`src/rtl/ttmr_regs.svh`:
```
// Register offsets, field positions, reset values of the tick timer
`ifndef TTMR_REGS_SVH
`define TTMR_REGS_SVH

// --------------------------------------------
// Register byte offsets
// --------------------------------------------
`define TTMR_OFF_CTRL 12'h000
`define TTMR_OFF_REF 12'h004
`define TTMR_OFF_COUNT 12'h008
`define TTMR_OFF_STAT 12'h00C

// --------------------------------------------
// Field positions
// --------------------------------------------
`define TTMR_CTRL_MODE_LSB 0
`define TTMR_CTRL_MODE_MSB 1
`define TTMR_CTRL_IRQEN_BIT 2
`define TTMR_STAT_PEND_BIT 0
`define TTMR_STAT_HALT_BIT 1
`define TTMR_CNT_MSB 27

// --------------------------------------------
// Reset values and bus constants
// --------------------------------------------
`define TTMR_RST_COUNT 28'h0000000
`define TTMR_RST_REF 28'h0000000
`define TTMR_RST_IRQEN 1'h0
`define TTMR_HSIZE_WORD 3'h2

`endif

```
`src/rtl/ttmr_pkg.sv`:
```
// Types shared by the tick timer modules
package ttmr_pkg;

	typedef enum logic [1:0] {
		MODE_DISABLED = 2'h0,
		MODE_CONTINUE_ON_MATCH = 2'h1,
		MODE_RESTART_ON_MATCH = 2'h2,
		MODE_SINGLE_SHOT = 2'h3
	} ttmr_mode_type;

	typedef logic [27:0] ttmr_count_type;

endpackage : ttmr_pkg

```
`src/rtl/ttmr_ahb_port.sv`:
```
// AHB-Lite transfer decode for the tick timer registers
`timescale 1ns/1ns
`default_nettype none
`include "ttmr_regs.svh"

module ttmr_ahb_port (
	// Clock and reset
	input wire logic clk_sys,
	input wire logic rst_b,
	// Address phase
	input wire logic hsel,
	input wire logic [1:0] htrans,
	input wire logic hwrite,
	input wire logic [2:0] hsize,
	input wire logic hready,
	input wire logic [11:0] haddrLow,
	// Decoded accesses
	output logic rdReq,
	output logic wrStb,
	output logic [11:0] wrAddr
);

	logic wrPend_r;
	logic [11:0] wrAddr_r;

	// ------------------------------------
	// Address phase decode
	// ------------------------------------
	// Sub-word writes are dropped: the registers hold whole words only
	wire accept = hsel && htrans[1] && hready;
	wire wrAccept = accept && hwrite && (hsize == `TTMR_HSIZE_WORD);

	assign rdReq = accept && !hwrite;
	assign wrStb = wrPend_r;
	assign wrAddr = wrAddr_r;

	// ------------------------------------
	// Data phase of a write
	// ------------------------------------
	always_ff @(posedge clk_sys or negedge rst_b) begin
		if (!rst_b) begin
			wrPend_r <= 1'h0;
			wrAddr_r <= 12'h000;
		end else if (hready) begin
			wrPend_r <= wrAccept;
			wrAddr_r <= haddrLow;
		end
	end

endmodule : ttmr_ahb_port

`default_nettype wire

```
`src/rtl/ttmr_timer.sv`:
```
// Tick timer core: counter, reference match, modes and AHB registers
`timescale 1ns/1ns
`default_nettype none
`include "ttmr_regs.svh"

// Contract
// RULE1 - The counter counts up, is compared with the reference, and on a match continues, restarts from zero or halts as the mode selects.
// RULE2 - The mode field offers continue, restart, single-shot and disabled, and any of the first three enables the timer.
// RULE3 - A counting mode starts counting at once from the counter's present value without clearing it.
// RULE4 - After reset the timer is disabled and does not count until software picks a counting mode.
// RULE5 - The reference is a 28-bit software-written value compared with the running count.
// RULE6 - A write of the count loads the counter, and an enabled timer counts on from that value at once.
// RULE7 - Writing zero to the count clears the counter whatever the mode or enable state.
// RULE8 - A single-shot timer halted on a match resumes when software loads a new count, without reselecting the mode.
// RULE9 - Software can read the present counter value at any time.
// RULE10 - With the interrupt enable set, every match of count and reference raises the interrupt.
// RULE11 - A readable pending flag is true while a match interrupt is outstanding and false otherwise.
// RULE12 - A match interrupt serves as a wake request that brings the processor out of doze.
// RULE13 - The timer runs on the peripheral clock.
// RULE14 - Software should disable the timer, load the count, set the reference and then pick the mode, in that order.
// RULE15 - Software has an action that clears an outstanding match pending flag.
// RULE16 - In continue mode the counter wraps from all ones to zero and keeps counting.
// RULE17 - The interrupt output is high while the pending flag and the interrupt enable are both set.
module ttmr_timer (
	// Clock and reset
	input wire logic clk_sys,
	input wire logic rst_b,
	// AHB-Lite slave
	input wire logic hsel,
	input wire logic [31:0] haddr,
	input wire logic [1:0] htrans,
	input wire logic hwrite,
	input wire logic [2:0] hsize,
	input wire logic [31:0] hwdata,
	input wire logic hready,
	output logic hreadyout,
	output logic hresp,
	output logic [31:0] hrdata,
	// Timer events
	output logic tickIrq,
	output logic dozeWake
);

	import ttmr_pkg::*;

	// --------------------------------------------
	// State
	// --------------------------------------------
	ttmr_mode_type mode_r;
	ttmr_mode_type mode_nxt;
	logic irqEn_r;
	logic irqEn_nxt;
	ttmr_count_type ref_r;
	ttmr_count_type ref_nxt;
	ttmr_count_type count_r;
	ttmr_count_type count_nxt;
	logic halt_r;
	logic halt_nxt;
	logic pend_r;
	logic pend_nxt;
	logic irq_r;
	logic wake_r;
	logic hreadyout_r;
	logic hresp_r;
	logic [31:0] hrdata_r;
	logic [31:0] rdData;
	logic rdReq;
	logic wrStb;
	logic [11:0] wrAddr;

	// --------------------------------------------
	// Bus decode
	// --------------------------------------------
	ttmr_ahb_port u_port (
		.clk_sys(clk_sys),
		.rst_b(rst_b),
		.hsel(hsel),
		.htrans(htrans),
		.hwrite(hwrite),
		.hsize(hsize),
		.hready(hready),
		.haddrLow(haddr[11:0]),
		.rdReq(rdReq),
		.wrStb(wrStb),
		.wrAddr(wrAddr)
	);

	wire wrCtrl = wrStb && (wrAddr == `TTMR_OFF_CTRL);
	wire wrRef = wrStb && (wrAddr == `TTMR_OFF_REF);
	wire wrCount = wrStb && (wrAddr == `TTMR_OFF_COUNT);
	wire wrStat = wrStb && (wrAddr == `TTMR_OFF_STAT);
	wire [27:0] loadVal = hwdata[`TTMR_CNT_MSB:0];
	wire clrPend = wrStat && hwdata[`TTMR_STAT_PEND_BIT];
	wire [1:0] modeField =
		hwdata[`TTMR_CTRL_MODE_MSB:`TTMR_CTRL_MODE_LSB];

	// --------------------------------------------
	// Counting and match
	// --------------------------------------------
	// Any mode but disabled enables the timer [RULE2]
	wire running = (mode_r != MODE_DISABLED) && !halt_r;
	// Only a running timer matches, so a halted one never refires
	wire match = running && (count_r == ref_r); // [RULE1] [RULE5]
	wire isRestart = mode_r == MODE_RESTART_ON_MATCH;
	wire isSingle = mode_r == MODE_SINGLE_SHOT;
	// Plain 28-bit add rolls over to zero from all ones [RULE16]
	wire [27:0] countInc = count_r + 28'h0000001;

	// A load beats the match action, zero included [RULE6] [RULE7]
	assign count_nxt =
		wrCount ? loadVal :
		(match && isRestart) ? 28'h0000000 :
		(match && isSingle) ? count_r :
		running ? countInc : // [RULE3] [RULE13]
		count_r;

	// Single shot halts; a new count or a mode write re-arms [RULE8]
	assign halt_nxt =
		(wrCount || wrCtrl) ? 1'h0 :
		(match && isSingle) ? 1'h1 :
		halt_r;

	assign mode_nxt = wrCtrl ? ttmr_mode_type'(modeField) : mode_r;
	assign irqEn_nxt = wrCtrl ? hwdata[`TTMR_CTRL_IRQEN_BIT] : irqEn_r;
	assign ref_nxt = wrRef ? loadVal : ref_r; // [RULE5]

	// A match in the clearing cycle keeps the flag set [RULE11] [RULE15]
	assign pend_nxt = match || (pend_r && !clrPend);

	// --------------------------------------------
	// Register read mux
	// --------------------------------------------
	// Unmapped offsets read as zero with an OKAY answer
	wire [11:0] rdAddr = haddr[11:0];
	always_comb begin
		rdData = 32'h00000000;
		case (rdAddr)
			`TTMR_OFF_CTRL: begin
				rdData[`TTMR_CTRL_MODE_MSB:`TTMR_CTRL_MODE_LSB] = mode_r;
				rdData[`TTMR_CTRL_IRQEN_BIT] = irqEn_r;
			end
			`TTMR_OFF_REF: begin
				rdData[`TTMR_CNT_MSB:0] = ref_r;
			end
			`TTMR_OFF_COUNT: begin
				rdData[`TTMR_CNT_MSB:0] = count_r; // [RULE9]
			end
			`TTMR_OFF_STAT: begin
				rdData[`TTMR_STAT_PEND_BIT] = pend_r; // [RULE11]
				rdData[`TTMR_STAT_HALT_BIT] = halt_r;
			end
			default: begin
				rdData = 32'h00000000;
			end
		endcase
	end

	// --------------------------------------------
	// Timer registers
	// --------------------------------------------
	always_ff @(posedge clk_sys or negedge rst_b) begin
		if (!rst_b) begin
			mode_r <= MODE_DISABLED; // [RULE4]
			irqEn_r <= `TTMR_RST_IRQEN;
			ref_r <= `TTMR_RST_REF;
			count_r <= `TTMR_RST_COUNT;
			halt_r <= 1'h0;
			pend_r <= 1'h0;
		end else begin
			mode_r <= mode_nxt;
			irqEn_r <= irqEn_nxt;
			ref_r <= ref_nxt;
			count_r <= count_nxt;
			halt_r <= halt_nxt;
			pend_r <= pend_nxt;
		end
	end

	// --------------------------------------------
	// Interrupt and wake
	// --------------------------------------------
	// Doze wake shares the gated flag so both drop on a clear
	always_ff @(posedge clk_sys or negedge rst_b) begin
		if (!rst_b) begin
			irq_r <= 1'h0;
			wake_r <= 1'h0;
		end else begin
			irq_r <= pend_r && irqEn_r; // [RULE10] [RULE17]
			wake_r <= pend_r && irqEn_r; // [RULE12]
		end
	end

	// --------------------------------------------
	// Bus answer
	// --------------------------------------------
	// Zero wait states: read data are latched in the address phase
	always_ff @(posedge clk_sys or negedge rst_b) begin
		if (!rst_b) begin
			hreadyout_r <= 1'h0;
			hresp_r <= 1'h0;
			hrdata_r <= 32'h00000000;
		end else begin
			hreadyout_r <= 1'h1;
			hresp_r <= 1'h0;
			if (rdReq) begin
				hrdata_r <= rdData;
			end
		end
	end

	assign hreadyout = hreadyout_r;
	assign hresp = hresp_r;
	assign hrdata = hrdata_r;
	assign tickIrq = irq_r;
	assign dozeWake = wake_r;
endmodule : ttmr_timer

`default_nettype wire

```
`config.mk`:
```
export PLATFORM = sky130hd
export DESIGN_NAME = ttmr_timer
export DESIGN_NICKNAME = d
export VERILOG_FILES = /design/src/rtl/ttmr_pkg.sv /design/src/rtl/ttmr_ahb_port.sv /design/src/rtl/ttmr_timer.sv
export VERILOG_INCLUDE_DIRS = /design/src /design/src/rtl
export SDC_FILE = /design/constraint.sdc
export NUM_CORES = 1
export LEC_CHECK = 0
export BUFFER_PORTS_ARGS = -buffer_cell sky130_fd_sc_hd__buf_4
export CELL_PAD_IN_SITES_DETAIL_PLACEMENT = 1
export CELL_PAD_IN_SITES_GLOBAL_PLACEMENT = 2
export CORE_MARGIN = 3
export CORE_UTILIZATION = 33
export CTS_BUF_LIST = sky130_fd_sc_hd__clkbuf_4
export DETAILED_ROUTE_END_ITERATION = 10
export PLACE_DENSITY = 0.81
export SKIP_CTS_REPAIR_TIMING = 1
export SYNTH_ARGS = -nofsm -noshare
export SYNTH_HDL_FRONTEND = slang
export SYNTH_SLANG_ARGS = --single-unit
export TNS_END_PERCENT = 30
```
`constraint.sdc`:
```
create_clock -name clk_sys -period 3.45 [get_ports clk_sys]
set_clock_uncertainty 0.15 [all_clocks]
set_input_delay 0.1725 -clock clk_sys [delete_from_list [all_inputs] [get_ports clk_sys]]
set_output_delay 0.1725 -clock clk_sys [all_outputs]
set_load 0.02 [all_outputs]
```
======== Word-level counts from Yosys, hierarchy flattened ========
Cells that the tools add are included.
operators by class
  reductions and logical operators ........ 27
  add/sub/neg operators ................... 1
  mux-type cells .......................... 9
  eq/ne operators ......................... 11
operators by type and width
  kind                                                                    count
  28-bit two-way mux                                                      4
  25-bit case mux with 2 select lines                                     1
  12-bit by 4-bit equality test with 1-bit output, second input constant  4
  28-bit by 1-bit adder with 28-bit output, second input constant         1
  28-bit equality test                                                    1
  12-bit by 3-bit equality test with 1-bit output, second input constant  2
  12-bit logical NOT                                                      2
  1-bit logical AND                                                       16
  2-bit case mux with 4 select lines                                      1
  2-bit equality test, second input constant                              2
  2-bit nonzero test                                                      2
  3-bit by 2-bit equality test with 1-bit output, second input constant   1
  1-bit logical NOT                                                       3
  3-bit != test, second input constant                                    1
  1-bit case mux with 3 select lines                                      1
  3-bit nonzero test                                                      1
  1-bit logical OR                                                        2
  1-bit two-way mux                                                       2
  2-bit AND reduction                                                     1
word-level totals
  register bits after elaboration ......... 104
  output and inout port bits .............. 36

======== Depth between registers and ports, before layout ========
  word-level depth ........................ 7
  gate-level depth with buffers ........... 10
  gate-level depth less buffers ........... 8

======== Cells and area by module ========
A second synthesis with hierarchy kept.
unflattened totals
  cells, all modules ...................... 531
  area total of the unflattened synthesis .. 5522.8 um^2
by module, submodules not included
  module         area an instance (um^2)  instances  cells each
  ttmr_timer     4967.3                   1          499
  ttmr_ahb_port  555.5                    1          32

======== Worst setup path after synthesis ========
OpenSTA, ideal clock, no wires.
  path kind ............................... reg-to-reg
  from .................................... register u_port.wrAddr_r[1], in the netlist u_port.wrAddr[1]
  to ...................................... register ref_r[10]
  setup time .............................. 0.125 ns
  cell stages (with the launch flop) ...... 7
  arrival ................................. 2.273 ns
  data required time ...................... 3.175 ns
  clock period less this slack ............ 2.548 ns
  path buffers ............................ 1
  slack ................................... 0.902 ns
  cell sequence ........................... dfrtp_1 -> or4_4 -> or3_4 -> or3_4 -> nor2_8 -> buf_6 -> mux2_2
between the ends
  word-level cells in the longest chain between the ends .. 2
RTL lines
  item                                                              line                 RTL
  start, declared                                                   ttmr_ahb_port.sv:24  logic [11:0] wrAddr_r;
  start signal, assigned                                            ttmr_ahb_port.sv:46  wrAddr_r <= haddrLow;
  12-bit by 3-bit equality test with 1-bit output (no source line)  -
  1-bit logical AND                                                 ttmr_timer.sv:89     wire wrRef = wrStb && (wrAddr == `TTMR_OFF_REF);
  end signal, assigned                                              ttmr_timer.sv:165    ref_r <= `TTMR_RST_REF;
  end signal, assigned                                              ttmr_timer.sv:172    ref_r <= ref_nxt;
  end, declared                                                     ttmr_timer.sv:53     ttmr_count_type ref_r;
No other way between the ends.
A chain may end at the register's enable or synchronous reset.

======== Final worst setup path ========
  from .................................... register count_r[24]
  to ...................................... register count_r[19]
between the ends
  word-level cells in the longest chain between the ends .. 5
RTL lines
  item                                                                        line                                  RTL
  start, declared                                                             ttmr_timer.sv:55                      ttmr_count_type count_r;
  start signal, assigned                                                      ttmr_timer.sv:166                     count_r <= `TTMR_RST_COUNT;
  start signal, assigned                                                      ttmr_timer.sv:173                     count_r <= count_nxt;
  28-bit equality test *                                                      ttmr_timer.sv:103                     wire match = running && (count_r == ref_r);
  1-bit logical AND *                                                         ttmr_timer.sv:103
  1-bit logical AND (on tied branches)                                        ttmr_timer.sv:112, ttmr_timer.sv:113
  3-bit != test (no source line), or another cell as far along                -
  2-bit AND reduction (no source line) or 28-bit two-way mux (tied branches)  -
Every way passes the cells marked *; elsewhere a longest branch is shown, timed or not.

==> flow_metrics.tcl <==
set metrics [dict create \
    ys.warnings.count 0 \
    synth_edf_count 0 \
    start_kind "flip-flop" \
    reg2reg_depth 8 \
    ios 110 \
    cts_htree_levels 3 \
    yosys.area.top_type "dfrtp_1" \
    n_antenna_cell 0 \
    dr.first_iter.drc_count 251 \
    crit_arrival_ns 3.31 \
    synth-seq-cells 104 \
    cp.required_ns 3.69 \
    period_needed_ns 3.077 \
    cts.path.max_buffers 2 \
    cp_max_fo 7 \
    insertion_delay_ns 0.50 \
    start_util_pct 34.40 \
    syn2layout_area_growth_pct 27.31 \
    cts_root_buf "clkbuf_4" \
    hold_class "in2async" \
    end_kind "flip-flop" \
    path_clk_slew_ns 0.19 \
    crit_path_top_delay_cell "nor4_2" \
    hpwl_mm 12.08 \
    worst_slew_pin_slew_ns 1.088 \
    synth_top_area_share_pct 46.78 \
    cap_violations 0 \
    synth_flop_cell "dfrtp_1" \
    remaining_drc_errors 0 \
    gp_congestion 0.9048 \
    finalHoldViolations 0 \
    portBuffers 79 \
    antenna_left 0 \
    rsz0062_at_grt "no" \
    r2r_slack_ns 0.37 \
    fp.dieH_um 135.8 \
    r2r-end "count_r[19]" \
    syn_area_per_cell_sq_um 10.01 \
    status "finished clean" \
    die_x_um 135.8 \
    fp.dieArea_sq_um 18450 \
    grt_max_degree 66 \
    grt-ovfl-total 0 \
    ir_drop_uv 161.6 \
    rows 46 \
    cpPeakStageDelay_ns 0.56 \
    tritoncts "yes" \
    num_vias 4867 \
    setup_viol 0 \
    synth_area_sq_um 5563 \
    grt_antenna_before_repair 0 \
    setup-tns-final_ns 0 \
    yosysSeqAreaShare_pct 46.78 \
    fin_util_pct 43.79 \
    fmax_mhz 325.0 \
    cp_cell_sequence "xor2_1, nor4_1, nand2_1, nor4_2, a21oi_1, buf_4, a22oi_1, nand3_1" \
    powerDensity_nw_per_um2 366.7 \
    p_leak_nw 3.033 \
    slew_headroom_pct 26.67 \
    post-route-period-util_pct 89.20 \
    synth-async-reset-ratio_pct 100.0 \
    cts_buffers 9 \
    grtUsageTotal_pct 18.79 \
    core_sq_um 16170 \
    routedWlPerCell_um 19.55 \
    drt-total-wl_mm 17.54 \
    viasPerCell 5.426 \
    grt_pass1_vias 4938 \
    drive_gt1_share_pct 25.70 \
    cts_sinks 104 \
    hold_slack_ns 0.1574 \
    crit_type "reg2reg" \
    grt_pass1_wl_mm 27.11 \
    reg2reg_from "count_r[24]" \
    fin_nets 751 \
    synth_cell_types 64 \
    syn-instance-count 556 \
    first_pass_iters 4 \
    synth.area.top_cells "dfrtp_1 47%, mux2_2 8.3%, a22oi_1 5.3%, nand2_1 4.7%, o21ai_0 4.0%" \
    drv_slew 0 \
]
layout by cell type (no fill, tap or decap), types with 4 or more instances in the layout:
master,n
dfrtp_1,104
buf_4,97
nand2_1,70
dlygate4sd3_1,56
o21ai_0,44
mux2_2,41
a22oi_1,39
nand3_1,26
xor2_1,19
inv_1,13
nor4_1,13
nor3_1,11
nand4_1,11
nor2_1,11
o211ai_1,10
xnor2_1,9
or3_1,9
clkbuf_4,9
a21oi_1,7
conb_1,6
and2_1,5
or4_1,4
stage by stage:
stage,setup WS [ns],power [W],area [sq um],std cells
6_report,0.3726,0.002597,7082,897
5_1_grt,0.2753,0.002729,7082,897
4_1_cts,0.4372,0.002557,6521,841
3_5_place_dp,0.4851,0.001748,6336,825
3_3_place_gp,0.5685,0.001733,6336,825
2_1_floorplan,0.9017,0.001597,5578,560
routing by layer:
| layer | vias to the layer above | GRT usage (%) | routed length [um] |
|---|---|---|---|
| li1 | 2254 | - | - |
| met1 | 2453 | 25.10 | 7395 |
| met2 | 136 | 30.72 | 8619 |
| met3 | 24 | 3.516 | 1133 |
| met4 | 0 | 6.495 | 389 |
| met5 | - | 0 | 0 |
cells in the mapped netlist (all sizes together) (12+ instances only):
| library cell | n |
|---|---|
| dfrtp | 104 |
| nand2 | 70 |
| o21ai | 45 |
| mux2 | 41 |
| a22oi | 39 |
| clkbuf | 29 |
| nand3 | 26 |
| buf | 19 |
| xor2 | 19 |
| nor3 | 14 |
| nor4 | 14 |
| inv | 13 |
| nor2 | 12 |
layout make-up:
type,instances,area (sq um)
Fill cell,1814,9091
Sequential cell,104,2603
Tap cell,216,270.3
Inverter,13,48.80
Clock inverter,7,117.6
Multi-Input combinational cell,395,2686
Clock buffer,9,67.56
Timing Repair Buffer,153,1289
worst max-delay path: cells and delay by family (launching register included):
family | cells | cell delay, ns
AO/OA/AOI/OAI | 2 | 0.55
XOR/XNOR | 1 | 0.21
buffers and inverters | 1 | 0.27
flip-flops | 1 | 0.50
AND/OR/NAND/NOR | 4 | 1.30
cells by family (layout without fill, tap and decap cells):
group,count (synthesis),after routing,share of synthesized area [%]
buffers and inverters,61,182,5.578
and+or+nand+nor,187,187,17.70
DFF,104,104,46.78
muxes,45,45,9.469
other,2,6,0.1350
xor gates and xnor gates,28,28,4.409
adders and majority gates,1,1,0.2249
AOI/OAI and AO/OA,128,128,15.70
sequential cells by signal, summed over array words and instances, names as in the netlist:
register and count:
count_r 28, dozeWake 1, halt_r 1, hrdata 28, hreadyout 1, irqEn_r 1, mode_r 2, pend_r 1
ref_r 28, u_port.wrAddr 12, u_port.wrStb 1
where the power goes:
part | total, W | switching, W | internal, W | leakage (nW)
registers | 0.00139 | 0.000107 | 0.00128 | 1.31
clock network | 0.000809 | 0.000443 | 0.000366 | 0.0902
logic | 0.000396 | 0.000196 | 0.000200 | 1.63
worst max path at each step:
stage	cells after the start	to	start	slack [ns]
floorplan	6	ref_r[10]	u_port.wrAddr[1]	0.90
global placement	8	count_r[19]	count_r[18]	0.57
detailed placement	8	count_r[19]	count_r[24]	0.49
CTS	8	count_r[19]	count_r[24]	0.44
global route	8	count_r[19]	count_r[18]	0.28
finish	8	count_r[19]	count_r[24]	0.37
Power figures use the tool's default switching activity.
